[config.mk]
export PLATFORM = sky130hd
export DESIGN_NAME = charger_status_irq_bank
export DESIGN_NICKNAME = d
export VERILOG_FILES = /design/src/core/charger_status_irq_bank.v
export VERILOG_INCLUDE_DIRS = /design/src /design/src/core
export SDC_FILE = /design/constraint.sdc
export NUM_CORES = 1
export LEC_CHECK = 0
export ABC_AREA = 1
export BUFFER_PORTS_ARGS = -buffer_cell sky130_fd_sc_hd__buf_2
export CORE_UTILIZATION = 58
export CTS_CLUSTER_SIZE = 12
export DETAILED_ROUTE_END_ITERATION = 8
export GPL_TIMING_DRIVEN = 0
export PLACE_DENSITY = 0.85
export SYNTH_ARGS = -nofsm -noshare
export SYNTH_HDL_FRONTEND = slang
export SYNTH_SLANG_ARGS = --single-unit
[constraint.sdc]
create_clock -name i_clock -period 1.9 [get_ports i_clock]
set_clock_uncertainty 0.1 [all_clocks]
set_input_delay 0.285 -clock i_clock [delete_from_list [all_inputs] [get_ports i_clock]]
set_output_delay 0.285 -clock i_clock [all_outputs]
set_load 0.05 [all_outputs]
[src/core/charger_status_irq_consts.vh]
// Purpose: Constants for the charger status and interrupt register bank
// Assumes: 8-bit registers reached on a plain register port
// Notes:   Included by charger_status_irq_bank.v
`ifndef CHARGER_STATUS_IRQ_CONSTS_VH
`define CHARGER_STATUS_IRQ_CONSTS_VH

// ************************************************************
// Register offsets
// ************************************************************
`define ADDR_FLAGS        8'h78
`define ADDR_ENABLES      8'h79
`define ADDR_STATE_REPORT 8'h7a

// ************************************************************
// Fields of the status and flag register
// ************************************************************
`define BIT_TIMER_GRP     7
`define BIT_TEMP_GRP      6
`define BIT_INPUT_GRP     5
`define BIT_CHARGE_GRP    4
`define BIT_TIMER_STAT    3
`define BIT_TEMP_VALID    2
`define BIT_INPUT_PRESENT 1
`define BIT_END_OF_CHARGE 0

// ************************************************************
// Fields of the event enable register
// ************************************************************
`define BIT_TOTAL_TO      7
`define BIT_TEMP_ENTER    6
`define BIT_INPUT_CONNECT 5
`define BIT_DONE_ENTER    4
`define BIT_PRE_TO        3
`define BIT_TEMP_LEAVE    2
`define BIT_INPUT_DROP    1
`define BIT_DONE_EXIT     0

// ************************************************************
// Fields of the state report register
// ************************************************************
`define PHASE_HI          5
`define PHASE_LO          4
`define BIT_SUPPLY_TYPE   1

// ************************************************************
// Reset values and phase encoding
// ************************************************************
`define RESET_BYTE        8'h00
`define RESET_GROUPS      4'h0
`define PHASE_END_CHARGE  2'h3
`define SYNC_SETTLE       3

// ************************************************************
// Reset-output release delay
// ************************************************************
`define CLOCK_HZ          100000000
`define RESET_DELAY_MS    64
`define RESET_DELAY_CYC   (`RESET_DELAY_MS * (`CLOCK_HZ / 1000))

`endif

[src/core/charger_status_irq_bank.v]
// Purpose: Status, event enables and interrupt pin of the charger unit
// Assumes: Status inputs come from analog logic; all are synchronised
//          here. Register port is a simple 8-bit read/write strobe port.
// Notes:   Open-drain pins use separate output and output enable.
//          Edge events are held off until the edge history is filled,
//          so pins idling high give no false edge after reset.
`timescale 1ns/1ps
`include "charger_status_irq_consts.vh"

module charger_status_irq_bank #(
  parameter RESET_DELAY_CYCLES = `RESET_DELAY_CYC
) (
  input  wire       i_clock,
  input  wire       i_rst_b,
  input  wire       i_battery_temp_valid,
  input  wire       i_input_present,
  input  wire [1:0] i_charging_phase,
  input  wire       i_supply_type_pin,
  input  wire       i_precondition_timeout,
  input  wire       i_total_timeout,
  input  wire       i_supplies_good,
  input  wire [7:0] i_reg_addr,
  input  wire [7:0] i_reg_wdata,
  input  wire       i_reg_write,
  input  wire       i_reg_read,
  output reg  [7:0] o_reg_rdata,
  output wire       o_interrupt_out_n,
  output wire       o_interrupt_out_n_oe,
  output wire       o_reset_out_n,
  output wire       o_reset_out_n_oe
);

  // ************************************************************
  // Input synchronisers
  // ************************************************************
  localparam SYNC_W = 7;
  wire [SYNC_W-1:0] raw_in;
  reg  [SYNC_W-1:0] sync1_reg;
  reg  [SYNC_W-1:0] sync2_reg;
  reg  [SYNC_W-1:0] prev_reg;

  // Bit order of the synchronised bundle: 6 supplies good,
  // 5 total timeout, 4 precondition timeout, 3 supply type,
  // 2:1 charging phase, 0 battery temperature
  assign raw_in = {i_supplies_good, i_total_timeout, i_precondition_timeout,
                   i_supply_type_pin, i_charging_phase[1],
                   i_charging_phase[0], i_battery_temp_valid};

  // Input present is carried separately so its edges are visible
  reg in_s1_reg;
  reg in_s2_reg;
  reg in_prev_reg;

  genvar g;
  generate
    for (g = 0; g < SYNC_W; g = g + 1) begin : g_sync
      always @(posedge i_clock or negedge i_rst_b) begin
        if (!i_rst_b) begin
          sync1_reg[g] <= 1'b0;
          sync2_reg[g] <= 1'b0;
          prev_reg[g]  <= 1'b0;
        end else begin
          sync1_reg[g] <= raw_in[g];
          sync2_reg[g] <= sync1_reg[g];
          prev_reg[g]  <= sync2_reg[g];
        end
      end
    end
  endgenerate

  always @(posedge i_clock or negedge i_rst_b) begin
    if (!i_rst_b) begin
      in_s1_reg   <= 1'b0;
      in_s2_reg   <= 1'b0;
      in_prev_reg <= 1'b0;
    end else begin
      in_s1_reg   <= i_input_present;
      in_s2_reg   <= in_s1_reg;
      in_prev_reg <= in_s2_reg;
    end
  end

  wire       temp_ok    = sync2_reg[0];
  wire [1:0] phase      = sync2_reg[2:1];
  wire [1:0] phase_prev = prev_reg[2:1];
  wire       supply_hi  = sync2_reg[3];
  wire       pre_to     = sync2_reg[4];
  wire       tot_to     = sync2_reg[5];
  wire       sup_good   = sync2_reg[6];

  // ************************************************************
  // Decoding
  // ************************************************************
  function is_end_charge;
    input [1:0] p;
    begin
      is_end_charge = (p == `PHASE_END_CHARGE);
    end
  endfunction

  // Register address match, shared by the three access strobes
  function addr_is;
    input [7:0] a;
    input [7:0] target;
    begin
      addr_is = (a == target);
    end
  endfunction

  wire eoc_now  = is_end_charge(phase);
  wire eoc_prev = is_end_charge(phase_prev);

  // Temperature and charge edges are ignored unless supplies good is high in both samples
  wire ev_ok = sup_good & prev_reg[6];

  // ************************************************************
  // Edge-detect warm-up
  // ************************************************************
  // The edge history clears to 0 while pins may idle high, so the first
  // cycles after reset would show false rising edges. Edges count only
  // once the history stage holds real samples.
  localparam WARM_W = `SYNC_SETTLE;
  reg  [WARM_W-1:0] warm_reg;
  wire              armed = warm_reg[WARM_W-1];

  always @(posedge i_clock or negedge i_rst_b) begin
    if (!i_rst_b) begin
      warm_reg <= {WARM_W{1'b0}};
    end else begin
      warm_reg <= {warm_reg[WARM_W-2:0], 1'b1};
    end
  end

  // ************************************************************
  // Edge detection
  // ************************************************************
  // Each edge compares the synchronised sample with the one before it
  wire temp_rise = armed & temp_ok & ~prev_reg[0];
  wire temp_fall = armed & ~temp_ok & prev_reg[0];
  wire in_rise   = armed & in_s2_reg & ~in_prev_reg;
  wire in_fall   = armed & ~in_s2_reg & in_prev_reg;
  wire eoc_rise  = armed & eoc_now & ~eoc_prev;
  wire eoc_fall  = armed & ~eoc_now & eoc_prev;
  wire pre_rise  = armed & pre_to & ~prev_reg[4];
  wire tot_rise  = armed & tot_to & ~prev_reg[5];

  // ************************************************************
  // Registers
  // ************************************************************
  reg  [7:0] enables_reg;
  reg  [3:0] groups_reg;     // Enable bits written by software
  reg  [3:0] pending_reg;
  reg  [3:0] pending_next;
  // Timer status is a plain level, one cycle behind its inputs
  reg        timer_stat_reg;

  wire wr_flags   = i_reg_write & addr_is(i_reg_addr, `ADDR_FLAGS);
  wire wr_enables = i_reg_write & addr_is(i_reg_addr, `ADDR_ENABLES);
  wire rd_flags   = i_reg_read  & addr_is(i_reg_addr, `ADDR_FLAGS);

  // Event detection, per group: timer, temperature, input, charge
  // An event needs both its own enable bit and its group bit
  wire ev_timer = (enables_reg[`BIT_TOTAL_TO] & tot_rise)
                | (enables_reg[`BIT_PRE_TO] & pre_rise);
  wire ev_temp  = ev_ok &
                  ((enables_reg[`BIT_TEMP_ENTER] & temp_rise)
                 | (enables_reg[`BIT_TEMP_LEAVE] & temp_fall));
  wire ev_input = (enables_reg[`BIT_INPUT_CONNECT] & in_rise)
                | (enables_reg[`BIT_INPUT_DROP] & in_fall);
  wire ev_chg   = ev_ok &
                  ((enables_reg[`BIT_DONE_ENTER] & eoc_rise)
                 | (enables_reg[`BIT_DONE_EXIT] & eoc_fall));
  wire [3:0] events = {ev_timer, ev_temp, ev_input, ev_chg} & groups_reg;

  // A read clears pending, but an event in the same cycle wins
  always @* begin
    pending_next = pending_reg;
    if (rd_flags) begin
      pending_next = `RESET_GROUPS;
    end
    pending_next = pending_next | events;
  end

  // Software-written enables; the group bits share the flag address
  always @(posedge i_clock or negedge i_rst_b) begin
    if (!i_rst_b) begin
      enables_reg <= `RESET_BYTE;
      groups_reg  <= `RESET_GROUPS;
    end else begin
      if (wr_enables) begin
        enables_reg <= i_reg_wdata;
      end
      if (wr_flags) begin
        groups_reg <= i_reg_wdata[`BIT_TIMER_GRP:`BIT_CHARGE_GRP];
      end
    end
  end

  // Clearing a group bit leaves an already pending flag in place, so
  // software never loses an event by masking it late
  always @(posedge i_clock or negedge i_rst_b) begin
    if (!i_rst_b) begin
      pending_reg    <= `RESET_GROUPS;
      timer_stat_reg <= 1'b0;
    end else begin
      pending_reg    <= pending_next;
      timer_stat_reg <= pre_to | tot_to;
    end
  end

  // ************************************************************
  // Read data
  // ************************************************************
  reg [7:0] rdata_next;
  always @* begin
    rdata_next = `RESET_BYTE;
    case (i_reg_addr)
      `ADDR_FLAGS: begin
        // Group bits read back the pending flags
        rdata_next[`BIT_TIMER_GRP:`BIT_CHARGE_GRP] = pending_reg;
        rdata_next[`BIT_TIMER_STAT]    = timer_stat_reg;
        rdata_next[`BIT_TEMP_VALID]    = temp_ok;
        rdata_next[`BIT_INPUT_PRESENT] = in_s2_reg;
        rdata_next[`BIT_END_OF_CHARGE] = eoc_now;
      end
      `ADDR_ENABLES: begin
        rdata_next = enables_reg;
      end
      `ADDR_STATE_REPORT: begin
        rdata_next[`PHASE_HI:`PHASE_LO] = phase;
        rdata_next[`BIT_SUPPLY_TYPE]    = supply_hi;
      end
      default: begin
        rdata_next = `RESET_BYTE;
      end
    endcase
  end

  // Read data is captured only on a read strobe and then stands
  always @(posedge i_clock or negedge i_rst_b) begin
    if (!i_rst_b) begin
      o_reg_rdata <= `RESET_BYTE;
    end else if (i_reg_read) begin
      o_reg_rdata <= rdata_next;
    end
  end

  // ************************************************************
  // Interrupt pin, open drain: driven low while any flag pends
  // ************************************************************
  // The pin only pulls low; the board pull-up gives the idle level
  assign o_interrupt_out_n    = 1'b0;
  assign o_interrupt_out_n_oe = |pending_reg;

  // ************************************************************
  // Reset output release delay
  // ************************************************************
  // Nominal 64 ms count lies inside the allowed 88 to 112 percent band.
  // The band is wide, so no trim of the count is offered; a faster
  // clock needs RESET_DELAY_CYCLES scaled within the 23-bit counter.
  localparam CNT_W = 23;
  localparam [31:0]      DELAY_FULL = RESET_DELAY_CYCLES - 1;
  localparam [CNT_W-1:0] DELAY_LAST = DELAY_FULL[CNT_W-1:0];
  reg [CNT_W-1:0] delay_cnt_reg;
  reg             released_reg;

  always @(posedge i_clock or negedge i_rst_b) begin
    if (!i_rst_b) begin
      delay_cnt_reg <= {CNT_W{1'b0}};
      released_reg  <= 1'b0;
    end else if (!released_reg) begin
      if (delay_cnt_reg == DELAY_LAST) begin
        released_reg <= 1'b1;
      end else begin
        delay_cnt_reg <= delay_cnt_reg + 1'b1;
      end
    end
  end

  assign o_reset_out_n    = 1'b0;
  assign o_reset_out_n_oe = ~released_reg;

endmodule

==> results.py <==
metrics = {
    "logic_synthesis": {
        "netlist_area_mm2": 0.003401,
        "netlist_instances": 401,
        "synth_seq_cells": 75,
        "yosysUniqueCellTypes": 30,
        "ys_seq_area_frac": 0.5519,
        "syn_area_per_cell_um2": 8.481,
        "ys_warn_count": 0,
    },
    "die": {
        "fp.dieW_um": 78.57,
        "io_pins": 40,
        "rows": 27,
        "start_util": 0.6101,
        "coreArea_mm2": 0.005574,
        "die_area_mm2": 0.006173,
        "die_h_um": 78.57,
    },
    "worst_setup_path": {
        "critPathArrivalTime_ps": 1420,
        "r2r_slack_ps": 170,
        "rr_endpoint": "delay_cnt_reg[12]",
        "path_max_fanout": 10,
        "critPathMaxStageDelay_ps": 370,
        "timing.rr.start": "delay_cnt_reg[0]",
        "cp_slowest_cell": "dfrtp_1",
        "worstSetupEndpoint": "o_reset_out_n_oe",
        "start_kind": "flip-flop",
        "path_cells": "inv_1, clkbuf_2, clkbuf_4",
        "worstRegToRegCells": 9,
        "startpoint": "released_reg",
        "critPathCaptureType": "output pin",
        "worst_ep_required_time_ps": 1510,
        "crit_type": "flip-flop to output pin",
    },
    "clocking": {
        "htreeDepth": 3,
        "cts_tree": "built",
        "cts_made_buffers": 9,
        "clk_pin_slew_ps": 80,
        "cts.path.max_buffers": 2,
        "clk-insertion-delay-late_ps": 340,
        "cts.sinks": 75,
        "cts_root_buf": "clkbuf_8",
    },
    "cells_and_area": {
        "drive_gt1_frac": 0.1685,
        "largest_register_ffs": 23,
        "final_core_utilization": 0.7104,
        "area_growth_pct": 16.45,
        "nets": 487,
        "diodes": 0,
        "fillers": 427,
        "stdcell_area_mm2": 0.003960,
    },
    "grt": {
        "grt_pass1_vias": 2789,
        "grt_max_degree": 76,
        "grt_pass1_wl_um": 11790,
        "grt_overflow_total": 0,
        "track_usage": 0.2485,
        "antenna_found_initial": 0,
    },
    "power_and_ir_drop": {
        "total_power_uw": 2958,
        "cellPowerDensity_mw_per_mm2": 746.9,
        "p_leak_uw": 0.001946,
        "peakVddDrop_uv": 493.8,
    },
    "timing": {
        "tightest_slew_ps": 913.3,
        "finalHoldWorstSlack_ps": -42.24,
        "fin_crit_ps": 1805,
        "timing.setup.tns_ps": 0,
        "final_hold_viol_count": 38,
        "slew_headroom": 0.3912,
        "fin_crit_sh": 0.9502,
        "setup_viol": 0,
        "fmax_mhz": 553.9,
        "slew_violations": 0,
        "rsz0062_at_grt": "no",
    },
    "placement": {
        "dp_hpwl_um": 4737,
        "place.gp.congestion": 0.9086,
        "placed_cell_area_mm2": 0.003682,
        "port_buffers": 37,
    },
    "route": {
        "drt_first_pass_iters": 4,
        "drt-total-wl_um": 6702,
        "vias_per_cell": 5.215,
        "drc": 0,
        "wl_per_cell_um": 12.53,
        "ant_nets": 0,
        "drt-initial-drc-count": 213,
        "vias": 2790,
    },
    "job": {
        "max-cap-violations": 0,
    },
    "min_path": {
        "hold_class": "primary input to asynchronous set/reset pin",
    },
    "run_status": {
        "violations": "negative hold slack",
        "status": "finished with violations",
    },
}
## worst min-delay path by stage
stage,start,endpoint,slack [ps],cells past startpoint
floorplan,i_rst_b,delay_cnt_reg[0],-110,0
global placement,warm_reg[0],warm_reg[1],230,0
finish,i_rst_b,o_reg_rdata[2],-40,1
CTS,i_rst_b,o_reg_rdata[2],6,1
detailed placement,sync1_reg[2],phase[1],230,0
global route,i_rst_b,o_reg_rdata[2],60,1
## metal layers
layer | up-vias | wire (µm) | GRT usage
met3 | 16 | 336 | 0.03953
met4 | 0 | 142 | 0.1204
met5 | - | 0 | 0
met1 | 1323 | 2864 | 0.3070
li1 | 1373 | - | -
met2 | 78 | 3358 | 0.4235
## stage by stage
stage	std cells	setup WS (ps)
after detailed placement	511	163.2
final	535	94.56
after floorplan	402	293.8
after global placement	511	51.47
after global routing	535	18.58
after CTS	535	69.43
## layout make-up
type | count | area (µm²) | area share
sequential | 75 | 1877 | 0.4739
clock buffer | 12 | 155.1 | 0.03918
multi-input combinational | 278 | 1315 | 0.3321
timing repair buffer | 45 | 270.3 | 0.06825
clock inverter | 4 | 33.78 | 0.008531
buffer | 9 | 68.82 | 0.01738
tap | 72 | 90.09 | 0.02275
inverter | 40 | 150.1 | 0.03791
## cell families after synthesis
logic type      synth area share
compound gates           0.03937
xor+xnor                 0.04121
fa+ha+maj               0.003679
buf+inv                  0.06401
flops                     0.5519
other cells             0.002208
simple gates              0.2976
## synth_stat cells, drive strengths merged
| cell | count | area, µm² |
|---|---|---|
| o22ai | 2 | 12.51 |
| o211ai | 1 | 7.510 |
| ha | 1 | 12.51 |
| conb | 2 | 7.510 |
| xor2 | 6 | 52.55 |
| xnor2 | 10 | 87.58 |
| clkbuf | 1 | 3.750 |
| nor2 | 41 | 176.4 |
| dfrtp | 75 | 1877 |
| o21ai | 19 | 95.09 |
| a21oi | 2 | 10.01 |
| nor3 | 6 | 40.04 |
| o31a | 1 | 8.760 |
| clkinv | 1 | 3.750 |
| inv | 39 | 146.4 |
| nand3b | 1 | 7.510 |
| nand2 | 135 | 519.3 |
| nand4 | 7 | 43.79 |
| buf | 8 | 63.80 |
| nand3 | 43 | 225.2 |
## where the power goes
group	switching, µW	internal, µW	total (µW)
registers	25.9	1650	1670
clock network	581	555	1140
logic	94.9	53.1	148
## critical path: cells and delay by family (launching register included)
family / cells / cell delay (ps)
DFF: 1 / 370
buffers and inverters: 3 / 710
## what timing repair did
action | 4_1_cts | 5_1_grt
hold buffers | 8 | 0
hold endpoints to repair | 8 | 0
setup endpoints to repair | 1 | 2
resized for setup | 1 | 2
buffers inserted | 0 | 0
## placed cells by master (no fill, tap or decap), types with 6 or more instances in the layout
cell	synthesis	routed
dlygate4sd3_1	0	8
xor2_1	6	6
nor2_1	34	34
buf_2	3	38
o21ai_0	17	17
inv_1	36	36
clkbuf_8	0	11
nand3_1	41	41
nand4_1	7	7
xnor2_1	10	10
nand2_1	132	132
dfrtp_1	75	75
No activity file was read; power rests on OpenSTA's default activity.
